**src/hdl/imc_defines.svh**
```systemverilog
// Offsets, field positions, codes, reset values and timing for the IMU control block
`ifndef IMC_DEFINES_SVH
`define IMC_DEFINES_SVH

// Accelerometer register offsets
`define IMC_ACC_ID_ADDR 8'h00
`define IMC_ACC_DATA_ADDR 8'h12
`define IMC_ACC_TIME_ADDR 8'h18
`define IMC_ACC_TEMP_ADDR 8'h22
`define IMC_ACCEL_CONFIG_ADDR 8'h40
`define IMC_ACC_PWR_ADDR 8'h7D
`define IMC_ACC_SRST_ADDR 8'h7E

// Gyroscope register offsets
`define IMC_GYR_ID_ADDR 8'h00
`define IMC_GYR_DATA_ADDR 8'h02
`define IMC_GYR_CONF_ADDR 8'h0F
`define IMC_GYR_LPM_ADDR 8'h11
`define IMC_GYR_SRST_ADDR 8'h14

// Block sizes in bytes
`define IMC_DATA_BYTES 8'h06
`define IMC_TIME_BYTES 8'h03

// Command and mode codes
`define IMC_ACC_PWR_ON 8'h04
`define IMC_ACC_PWR_OFF 8'h00
`define IMC_GYR_LPM_NORMAL 8'h00
`define IMC_GYR_LPM_SUSPEND 8'h80
`define IMC_GYR_LPM_DEEP 8'h20
`define IMC_SOFT_RESET_CMD 8'hB6
`define IMC_BWP_NORMAL 4'hA
`define IMC_BWP_OSR2 4'h9
`define IMC_BWP_OSR4 4'h8
`define IMC_ODR_MIN 4'h5
`define IMC_ODR_MAX 4'hC

// Field positions in the accel config register
`define IMC_CONF_BWP_MSB 7
`define IMC_CONF_BWP_LSB 4
`define IMC_CONF_ODR_MSB 3
`define IMC_CONF_ODR_LSB 0

// Reset values
`define IMC_ACCEL_CONFIG_RST 8'hA8
`define IMC_GYR_CONF_RST 8'h00

// Timing
`define IMC_CLK_NS 100
`define IMC_CLK_PS (`IMC_CLK_NS * 1000)
`define IMC_ACC_BOOT_NS 1000000
`define IMC_GYR_SETTLE_NS 30000000
`define IMC_TIME_TICK_PS 39062500

`endif

```
**src/hdl/imc_pkg.sv**
```systemverilog
// Types shared by the IMU control block
package imc_pkg;

	typedef enum logic [1:0] {IMC_GYR_NORMAL, IMC_GYR_SUSPEND, IMC_GYR_DEEP} imc_gyro_mode_t;

	typedef enum logic [1:0] {IMC_FILT_NORMAL, IMC_FILT_OSR2, IMC_FILT_OSR4} imc_filter_t;

	// One register access from the serial front end
	typedef struct packed {
		logic wr;
		logic rd;
		logic burst;
		logic [7:0] addr;
		logic [7:0] wdata;
	} imc_req_t;

	typedef struct packed {
		logic valid;
		logic [2:0][15:0] axis;
	} imc_sample_t;

	typedef struct packed {
		logic valid;
		logic [10:0] value;
	} imc_temp_t;

	typedef struct packed {
		logic [25:0] acc;
		logic [23:0] count;
	} imc_time_t;

	typedef struct packed {
		logic cs_meta;
		logic cs_sync;
		logic cs_prev;
		logic ps_meta;
		logic ps_sync;
		logic [1:0] ps_wait;
		logic ps_taken;
		logic acc_spi;
		logic gyr_spi;
		logic [7:0] acc_pwr;
		logic [7:0] accel_config;
		logic [19:0] acc_boot;
		logic acc_en;
		logic acc_busy;
		imc_filter_t acc_filt;
		logic acc_burst;
		logic [7:0] acc_ptr;
		logic [2:0][15:0] acc_img;
		logic [10:0] tmp_img;
		logic [23:0] time_img;
		logic [3:0][7:0] acc_shadow;
		logic [7:0] acc_rdata;
		logic acc_rvalid;
		imc_gyro_mode_t gyr_mode;
		logic [7:0] gyr_conf;
		logic [19:0] gyr_settle;
		logic gyr_busy;
		logic gyr_on;
		logic gyr_burst;
		logic [7:0] gyr_ptr;
		logic [2:0][15:0] gyr_img;
		logic [2:0][7:0] gyr_shadow;
		logic [7:0] gyr_rdata;
		logic gyr_rvalid;
	} imc_state_t;

endpackage

```
**src/hdl/imc_sensor_time.sv**
```systemverilog
// Free-running 24-bit sensor time counter
`timescale 1ns/1ns
`include "imc_defines.svh"

module imc_sensor_time import imc_pkg::*; (
	// Clock and reset
	input wire logic clk,
	input wire logic rstn,
	// Count
	output logic [23:0] count
);

	imc_time_t s;
	imc_time_t n;

	// Tick period is not a whole number of cycles, so carry the remainder in picoseconds
	always_comb begin
		n = s;
		n.acc = s.acc + 26'(`IMC_CLK_PS);
		if (n.acc >= 26'(`IMC_TIME_TICK_PS)) begin
			n.acc = n.acc - 26'(`IMC_TIME_TICK_PS);
			n.count = s.count + 24'h000001;
		end
		if (!rstn) begin
			n = '0;
		end
	end

	always_ff @(posedge clk) begin
		s <= n;
	end

	assign count = s.count;

endmodule

```
**src/hdl/imc_top.sv**
```systemverilog
// Power-mode, interface-select and data readout control of the IMU
//
// Behaviour
// - Accel interface starts I2C; first chip-select rising edge selects SPI until reset.
// - Gyro interface follows the select pin level, taken again at every reset.
// - After reset gyro is in normal mode, accel is in suspend.
// - Accel power 0x04 gives normal mode; 0x00 gives suspend.
// - Accel power register gates measurement and temperature sensor together.
// - Accel boots within 1 ms after reset or soft reset.
// - Gyro low-power 0x80 enters suspend; 0x00 or soft reset leaves it.
// - Gyro suspend stops acquisition, keeps data and config, registers stay readable.
// - Gyro low-power 0x20 enters deep suspend; 0x00 or soft reset leaves it.
// - Deep suspend keeps the interface and data, stops acquisition, loses configuration.
// - Gyro reaches a new power state within 30 ms after reset or change.
// - Reset clears logic, registers and interface.
// - Axis samples are 16 bits, temperature 11 bits, split in low and high bytes.
// - Reading a low byte locks the matching high byte in a shadow.
// - Burst reads advance the read address by one per byte.
// - During a burst the part's data registers are frozen.
// - Accel holds a free-running 24-bit time counter ticking every 39.0625 us.
// - Bandwidth field 0xA normal, 0x9 two-times, 0x8 four-times oversampling.
// - Accel config holds output rate and oversampling, 12.5 Hz to 1600 Hz.
`timescale 1ns/1ns
`include "imc_defines.svh"

module imc_top import imc_pkg::*; #(
	parameter int ACC_BOOT_CYCLES = `IMC_ACC_BOOT_NS / `IMC_CLK_NS,
	parameter int GYR_SETTLE_CYCLES = `IMC_GYR_SETTLE_NS / `IMC_CLK_NS,
	// Identification values are arbitrary
	parameter logic [7:0] ACC_ID = 8'h5A,
	parameter logic [7:0] GYR_ID = 8'h3C
) (
	// Clock and reset
	input wire logic clk,
	input wire logic rstn,
	// Pins
	input wire logic interface_select_pin,
	input wire logic accel_chip_select,
	// Accel register access
	input wire imc_req_t acc_req,
	output logic [7:0] acc_rdata,
	output logic acc_rvalid,
	// Gyro register access
	input wire imc_req_t gyr_req,
	output logic [7:0] gyr_rdata,
	output logic gyr_rvalid,
	// Front-end samples
	input wire imc_sample_t acc_sample,
	input wire imc_temp_t temp_sample,
	input wire imc_sample_t gyr_sample,
	// Interface selection
	output logic accel_spi_mode,
	output logic gyro_spi_mode,
	// Accel control
	output logic accel_enable,
	output logic accel_booting,
	output imc_filter_t accel_filter,
	output logic [3:0] accel_output_rate,
	output logic [23:0] sensor_time,
	// Gyro control
	output imc_gyro_mode_t gyro_mode,
	output logic gyro_settling,
	output logic gyro_analog_on,
	output logic [7:0] gyro_config
);

	imc_state_t s;
	imc_state_t n;
	logic [7:0] a_eff;
	logic [7:0] a_off;
	logic [7:0] g_eff;
	logic [7:0] g_off;
	logic a_frz;
	logic g_frz;
	logic [23:0] time_count;

	imc_sensor_time u_time (
		.clk(clk),
		.rstn(rstn),
		.count(time_count)
	);

	function automatic logic in_block(input logic [7:0] a, input logic [7:0] base, input logic [7:0] len);
		in_block = (a >= base) && (a < base + len);
	endfunction

	// Low byte from the live image, high byte from the shadow
	function automatic logic [7:0] data_byte(input logic [2:0][15:0] img, input logic [2:0][7:0] sh,
		input logic [7:0] off);
		if (off[0]) begin
			data_byte = sh[off[2:1]];
		end else begin
			data_byte = img[off[2:1]][7:0];
		end
	endfunction

	function automatic imc_filter_t filt_of(input logic [3:0] bwp);
		if (bwp == `IMC_BWP_OSR2) begin
			filt_of = IMC_FILT_OSR2;
		end else if (bwp == `IMC_BWP_OSR4) begin
			filt_of = IMC_FILT_OSR4;
		end else begin
			filt_of = IMC_FILT_NORMAL;
		end
	endfunction

	function automatic logic conf_ok(input logic [7:0] v);
		logic [3:0] bwp;
		logic [3:0] output_rate;
		bwp = v[`IMC_CONF_BWP_MSB:`IMC_CONF_BWP_LSB];
		output_rate = v[`IMC_CONF_ODR_MSB:`IMC_CONF_ODR_LSB];
		conf_ok = (bwp == `IMC_BWP_NORMAL || bwp == `IMC_BWP_OSR2 || bwp == `IMC_BWP_OSR4)
			&& output_rate >= `IMC_ODR_MIN && output_rate <= `IMC_ODR_MAX;
	endfunction

	always_comb begin
		n = s;
		// A burst keeps its own pointer after the first byte
		a_eff = (s.acc_burst && acc_req.burst) ? s.acc_ptr : acc_req.addr;
		g_eff = (s.gyr_burst && gyr_req.burst) ? s.gyr_ptr : gyr_req.addr;
		a_off = a_eff - `IMC_ACC_DATA_ADDR;
		g_off = g_eff - `IMC_GYR_DATA_ADDR;
		a_frz = s.acc_burst || (acc_req.rd && acc_req.burst);
		g_frz = s.gyr_burst || (gyr_req.rd && gyr_req.burst);

		// Pin synchronisers
		n.cs_meta = accel_chip_select;
		n.cs_sync = s.cs_meta;
		n.cs_prev = s.cs_sync;
		n.ps_meta = interface_select_pin;
		n.ps_sync = s.ps_meta;

		// Wait for the synchroniser to fill so a pin held high at reset is no edge
		if (!s.ps_taken) begin
			if (s.ps_wait == 2'd2) begin
				n.gyr_spi = s.ps_sync;
				n.ps_taken = 1'b1;
			end else begin
				n.ps_wait = s.ps_wait + 2'd1;
			end
		end else if (s.cs_sync && !s.cs_prev) begin
			n.acc_spi = 1'b1;
		end

		// Accelerometer boot and data capture
		if (s.acc_boot != 20'h00000) begin
			n.acc_boot = s.acc_boot - 20'h00001;
		end
		if (!a_frz) begin
			n.time_img = time_count;
		end
		if (acc_sample.valid && s.acc_en && !a_frz) begin
			n.acc_img = acc_sample.axis;
		end
		if (temp_sample.valid && s.acc_en && !a_frz) begin
			n.tmp_img = temp_sample.value;
		end

		// Accelerometer reads
		n.acc_rvalid = 1'b0;
		if (acc_req.rd) begin
			n.acc_rvalid = 1'b1;
			n.acc_burst = acc_req.burst;
			n.acc_ptr = a_eff + 8'h01;
			if (in_block(a_eff, `IMC_ACC_DATA_ADDR, `IMC_DATA_BYTES)) begin
				n.acc_rdata = data_byte(s.acc_img, s.acc_shadow[2:0], a_off);
				if (!a_off[0]) begin
					n.acc_shadow[a_off[2:1]] = s.acc_img[a_off[2:1]][15:8];
				end
			end else if (a_eff == `IMC_ACC_TEMP_ADDR) begin
				n.acc_rdata = {s.tmp_img[2:0], 5'h00};
				n.acc_shadow[3] = s.tmp_img[10:3];
			end else if (a_eff == `IMC_ACC_TEMP_ADDR + 8'h01) begin
				n.acc_rdata = s.acc_shadow[3];
			end else if (in_block(a_eff, `IMC_ACC_TIME_ADDR, `IMC_TIME_BYTES)) begin
				n.acc_rdata = s.time_img[(a_eff - `IMC_ACC_TIME_ADDR) * 8 +: 8];
			end else if (a_eff == `IMC_ACCEL_CONFIG_ADDR) begin
				n.acc_rdata = s.accel_config;
			end else if (a_eff == `IMC_ACC_PWR_ADDR) begin
				n.acc_rdata = s.acc_pwr;
			end else if (a_eff == `IMC_ACC_ID_ADDR) begin
				n.acc_rdata = ACC_ID;
			end else begin
				n.acc_rdata = 8'h00;
			end
		end else if (!acc_req.burst) begin
			n.acc_burst = 1'b0;
		end

		// Accelerometer writes; a booting part ignores them
		if (acc_req.wr && s.acc_boot == 20'h00000) begin
			if (acc_req.addr == `IMC_ACC_PWR_ADDR) begin
				if (acc_req.wdata == `IMC_ACC_PWR_ON || acc_req.wdata == `IMC_ACC_PWR_OFF) begin
					n.acc_pwr = acc_req.wdata;
				end
			end else if (acc_req.addr == `IMC_ACCEL_CONFIG_ADDR) begin
				if (conf_ok(acc_req.wdata)) begin
					n.accel_config = acc_req.wdata;
				end
			end else if (acc_req.addr == `IMC_ACC_SRST_ADDR && acc_req.wdata == `IMC_SOFT_RESET_CMD) begin
				// Soft reset keeps the interface choice, which only power-on reset clears
				n.acc_pwr = `IMC_ACC_PWR_OFF;
				n.accel_config = `IMC_ACCEL_CONFIG_RST;
				n.acc_img = '0;
				n.tmp_img = '0;
				n.acc_shadow = '0;
				n.acc_boot = 20'(ACC_BOOT_CYCLES);
			end
		end

		// Gyroscope settling and data capture
		if (s.gyr_settle != 20'h00000) begin
			n.gyr_settle = s.gyr_settle - 20'h00001;
		end
		if (gyr_sample.valid && s.gyr_mode == IMC_GYR_NORMAL && !s.gyr_busy && !g_frz) begin
			n.gyr_img = gyr_sample.axis;
		end

		// Gyroscope reads stay available in every mode
		n.gyr_rvalid = 1'b0;
		if (gyr_req.rd) begin
			n.gyr_rvalid = 1'b1;
			n.gyr_burst = gyr_req.burst;
			n.gyr_ptr = g_eff + 8'h01;
			if (in_block(g_eff, `IMC_GYR_DATA_ADDR, `IMC_DATA_BYTES)) begin
				n.gyr_rdata = data_byte(s.gyr_img, s.gyr_shadow, g_off);
				if (!g_off[0]) begin
					n.gyr_shadow[g_off[2:1]] = s.gyr_img[g_off[2:1]][15:8];
				end
			end else if (g_eff == `IMC_GYR_CONF_ADDR) begin
				n.gyr_rdata = s.gyr_conf;
			end else if (g_eff == `IMC_GYR_LPM_ADDR) begin
				case (s.gyr_mode)
					IMC_GYR_SUSPEND: n.gyr_rdata = `IMC_GYR_LPM_SUSPEND;
					IMC_GYR_DEEP: n.gyr_rdata = `IMC_GYR_LPM_DEEP;
					default: n.gyr_rdata = `IMC_GYR_LPM_NORMAL;
				endcase
			end else if (g_eff == `IMC_GYR_ID_ADDR) begin
				n.gyr_rdata = GYR_ID;
			end else begin
				n.gyr_rdata = 8'h00;
			end
		end else if (!gyr_req.burst) begin
			n.gyr_burst = 1'b0;
		end

		// Gyroscope writes and power-mode changes
		if (gyr_req.wr) begin
			if (gyr_req.addr == `IMC_GYR_LPM_ADDR) begin
				case (gyr_req.wdata)
					`IMC_GYR_LPM_NORMAL: begin
						if (s.gyr_mode != IMC_GYR_NORMAL) begin
							n.gyr_mode = IMC_GYR_NORMAL;
							n.gyr_settle = 20'(GYR_SETTLE_CYCLES);
						end
					end
					`IMC_GYR_LPM_SUSPEND: begin
						if (s.gyr_mode != IMC_GYR_SUSPEND) begin
							n.gyr_mode = IMC_GYR_SUSPEND;
							n.gyr_settle = 20'(GYR_SETTLE_CYCLES);
						end
					end
					`IMC_GYR_LPM_DEEP: begin
						if (s.gyr_mode != IMC_GYR_DEEP) begin
							n.gyr_mode = IMC_GYR_DEEP;
							n.gyr_conf = `IMC_GYR_CONF_RST;
							n.gyr_settle = 20'(GYR_SETTLE_CYCLES);
						end
					end
					default: begin
					end
				endcase
			end else if (gyr_req.addr == `IMC_GYR_CONF_ADDR) begin
				n.gyr_conf = gyr_req.wdata;
			end else if (gyr_req.addr == `IMC_GYR_SRST_ADDR && gyr_req.wdata == `IMC_SOFT_RESET_CMD) begin
				n.gyr_mode = IMC_GYR_NORMAL;
				n.gyr_conf = `IMC_GYR_CONF_RST;
				n.gyr_img = '0;
				n.gyr_shadow = '0;
				n.gyr_settle = 20'(GYR_SETTLE_CYCLES);
			end
		end

		// Registered status so every output leaves a flip-flop
		n.acc_en = (n.acc_pwr == `IMC_ACC_PWR_ON) && (n.acc_boot == 20'h00000);
		n.acc_busy = n.acc_boot != 20'h00000;
		n.acc_filt = filt_of(n.accel_config[`IMC_CONF_BWP_MSB:`IMC_CONF_BWP_LSB]);
		n.gyr_busy = n.gyr_settle != 20'h00000;
		n.gyr_on = n.gyr_mode == IMC_GYR_NORMAL;

		// Power-on reset clears everything, interface choice included
		if (!rstn) begin
			n = '0;
			n.accel_config = `IMC_ACCEL_CONFIG_RST;
			n.acc_filt = filt_of(`IMC_BWP_NORMAL);
			n.acc_boot = 20'(ACC_BOOT_CYCLES);
			n.acc_busy = 1'b1;
			n.gyr_mode = IMC_GYR_NORMAL;
			n.gyr_conf = `IMC_GYR_CONF_RST;
			n.gyr_settle = 20'(GYR_SETTLE_CYCLES);
			n.gyr_busy = 1'b1;
			n.gyr_on = 1'b1;
		end
	end

	always_ff @(posedge clk) begin
		s <= n;
	end

	assign acc_rdata = s.acc_rdata;
	assign acc_rvalid = s.acc_rvalid;
	assign gyr_rdata = s.gyr_rdata;
	assign gyr_rvalid = s.gyr_rvalid;
	assign accel_spi_mode = s.acc_spi;
	assign gyro_spi_mode = s.gyr_spi;
	assign accel_enable = s.acc_en;
	assign accel_booting = s.acc_busy;
	assign accel_filter = s.acc_filt;
	assign accel_output_rate = s.accel_config[`IMC_CONF_ODR_MSB:`IMC_CONF_ODR_LSB];
	assign sensor_time = s.time_img;
	assign gyro_mode = s.gyr_mode;
	assign gyro_settling = s.gyr_busy;
	assign gyro_analog_on = s.gyr_on;
	assign gyro_config = s.gyr_conf;

endmodule

```
**config.mk**
```make
export PLATFORM = sky130hd
export DESIGN_NAME = imc_top
export DESIGN_NICKNAME = d
export VERILOG_FILES = /design/src/hdl/imc_pkg.sv /design/src/hdl/imc_sensor_time.sv /design/src/hdl/imc_top.sv
export VERILOG_INCLUDE_DIRS = /design/src /design/src/hdl
export SDC_FILE = /design/constraint.sdc
export NUM_CORES = 1
export LEC_CHECK = 0
export BUFFER_PORTS_ARGS = -buffer_cell sky130_fd_sc_hd__buf_4
export CAP_MARGIN = 20
export CORE_MARGIN = 4
export CORE_UTILIZATION = 35
export DETAILED_ROUTE_END_ITERATION = 6
export GPL_ROUTABILITY_DRIVEN = 1
export PLACE_DENSITY_LB_ADDON = 0.08
export RECOVER_POWER = 25
export SETUP_SLACK_MARGIN = 0.15
export SYNTH_ARGS = -nofsm -noshare
export SYNTH_HDL_FRONTEND = slang
export SYNTH_SLANG_ARGS = --single-unit
```
**constraint.sdc**
```tcl
create_clock -name clk -period 5.37 [get_ports clk]
set_clock_uncertainty 0.2 [all_clocks]
set_input_delay 0 -clock clk [delete_from_list [all_inputs] [get_ports clk]]
set_output_delay 0 -clock clk [all_outputs]
set_load 0.05 [all_outputs]
```
==> metrics.cfg <==
[run_status]
status=complete, but fails checks
violations=max-capacitance violations, max-slew violations

[critical_path]
worstSetupStartpointType=flop
rr_startpoint=s[89]
criticalPathCategory=reg -> reg
crit_chain=nand2_1 > mux2i_1 > inv_2 > ha_1 > nand2_1 > nor3_1 > nand2_1 > mux2i_1 > nand2_1 > dlygate4sd3_1 > a21oi_1 > dlygate4sd3_1
reg2reg_to=s[88]
slowest_delay_ps=680
crit_path_frequent_cell=nand2_1
worstPathRequired_ps=5610
r2r_setup_slack_ps=790
cp_slowest_cell=dlygate4sd3_1
crit_buf_inv=3
path_max_fanout=30
reg2reg_depth=12
worstPathArrival_ps=4810
cp_top_family=buffers and inverters
end_kind=flop

[detailed_routing]
drcViolationCount=0
drt-initial-drc-count=1173
finalWirelength_um=57200
wl_per_cell_um=17.6
drtAntennaViolNets=0
vias=16606
vias_per_cell=5.10
firstDrtPassIters=5

[timing]
fin_crit_sh=0.852
setup_tns_ps=0
max-slew-margin-rel=-0.645
fin_crit_ps=4580
worst_pin_slew_ps=2470
setup_viol=0
rsz0062_at_grt=false
drv_slew=163
max_freq_mhz=219
hold_viol=0

[die]
boundaryPins=216
rows=81
core-area_um2=49200
die_x_um=231
die_area_um2=53500
fp.dieH_um=231
start_util=0.355

[min_path]
worstHoldStart=gyr_sample[31]
hold_path_class=in -> reg
hold_depth=4
hold_end=s[64]

[global_route]
grt_max_degree=75
grt-ovfl-total=0
grt_usage=0.207
grt_pass1_vias=16308
grt_first_pass_wirelength_um=90000
grt_antenna_before_repair=1

[synthesis]
yosysMostFrequentCell=nand2_1
synth_edf_count=0
syn_inst=2214
synth_nets=2390
yosysTopAreaCellShare=0.405
syn_area_um2=17400
ys_seq_area_frac=0.405
avgSynthCellArea_um2=7.88
synth_commonest_cells=nand2_1, dfxtp_1, nor2_1
async_reset_ff_frac=0
synth_top_area_cell=dfxtp_1
yosys_warnings=0
yosys-top-cells-area=dfxtp_1, nand2_1, a21oi_1
ys_ff_latch=353
ys.flop_type=dfxtp_1
synth_cell_type_count=83

[power_and_ir_drop]
ir_drop_mv=0.182
powerDensity_nw_per_um2=286
p_leak_nw=8.68

[final_layout]
utilization=0.465
stdcell_count=3254
area_growth_pct=31.1
drive_gt1_frac=0.118
fill_cells=4893
final_area_um2=22900
nNetsFinal=2734

[clocking]
cts_root_buf=clkbuf_16
cts_setup_buffers=0
numCtsBuffers=42
clock_sinks=353
cts_resized=0
cts_tree=done
cts_htree_levels=2
clkTransAtPathRegs_ps=60
clkLatencyLatePin_ps=570
clockBufferDepth=3

[placed_design]
dp_hpwl_um=39800
port_buffers=215
gp_congestion=0.860
dpl-instance-area_um2=19100
dp.cells=2923

[job]
maxCapViolations=3

cell usage in the layout (no fill, tap or decap), types with 6 or more instances in the layout:
master         count
clkbuf_16         43
mux4_2            16
nand2b_1          24
a21o_1             7
dfxtp_1          353
nor4_1            16
clkinv_2           6
nor2_1           225
inv_1             28
clkbuf_1          73
and4_1             7
ha_1              24
nand2_1          445
or3_1             22
or4_1              7
o21ai_0           75
dlygate4sd3_1    254
mux2_2            18
a211oi_1          13
or2_2             10
mux2i_1           53
clkbuf_8          12
xor2_1            31
nor2b_1           14
a22oi_1           14
buf_4            163
a31oi_1            9
nor3b_1            6
nor3_1            82
xnor2_1           44
nand4_1           20
and3_1            21
and2_1            35
o22ai_1           10
o31ai_1            8
nand3_1           56
o211ai_1          12
a21oi_1          218
worst register-to-register path, delay by kind of cell, from the launching register on:
kind                       cells  cell delay, ps
and+or+nand+nor                5            1190
buffers and inverters          3            1780
muxes                          2             480
AOI/OAI and AO/OA              1              70
DFF                            1             440
adders and majority gates      1             310
power by group:
part	internal, mW	switching [mW]	leakage (nW)
clock	1.87	1.15	0.719
sequential	2.68	0.0740	2.86
combinational	0.343	0.421	5.10
total	4.89	1.65	8.68
stage by stage:
stage / hold slack (ps) / setup slack, ps / total power [mW]
floorplan: -75.8 / 1590 / 3.24
global placement: 18.1 / 1060 / 3.48
detailed placement: 18.1 / 867 / 3.49
CTS: 2.24 / 848 / 6.63
global route: 30.2 / 368 / 6.79
finish: 35.4 / 794 / 6.54
state kept, by name, summed over array words and instances, names as in the netlist, 2 cells and up:
| register | count |
|---|---|
| gyro_config | 8 |
| gyr_rdata | 8 |
| s | 241 |
| accel_output_rate | 4 |
| acc_rdata | 8 |
| sensor_time | 24 |
| u_time.s | 24 |
| accel_filter | 2 |
| gyro_mode | 2 |
| u_time.count | 24 |
how the worst max path moves through the flow:
stage,startpoint,endpoint,slack (ps),cells after the start
after floorplan,s[254],s[155],1590,13
after global placement,s[254],s[156],1060,8
after detailed placement,s[254],s[156],870,8
after CTS,s[254],s[156],850,8
after global routing,rstn,u_time.count[10],370,7
final,s[89],s[88],790,12
timing repair:
item | 4_1_cts | 5_1_grt
hold endpoints to repair | 236 | 0
hold buffers | 254 | 0
setup endpoints to repair | 0 | 0
cell families (layout without fill, tap and decap cells):
family          Yosys count  in the layout  synth area share
compound gates          421            421             0.142
xor+xnor                 75             75            0.0377
fa+ha+maj                24             24            0.0172
buf+inv                 218            592            0.0610
flops                   353            353             0.405
mux                      89             89            0.0638
other cells               0              2                 0
simple gates           1034           1034             0.273
routing by layer:
layer  GRT usage  up-vias  wire length, um  part of all wire
met2       0.327      402            25600              0.45
met5           0        -                0                 0
met1       0.297     7884            27700              0.48
met4      0.0528        0             1050             0.018
met3      0.0331       69             2830             0.049
li1            -     8251                -                 -
cell type report:
class | count | area (um^2) | area share
sequential | 353 | 7070 | 0.309
tap | 664 | 831 | 0.0363
timing repair buffer | 487 | 4050 | 0.177
inverter | 31 | 118 | 0.00514
clock buffer | 62 | 1270 | 0.0554
antenna | 2 | 5.00 | 0.000219
clock inverter | 12 | 191 | 0.00837
multi-input combinational | 1643 | 9340 | 0.408
Note: power is estimated with default switching activity, not from simulation.
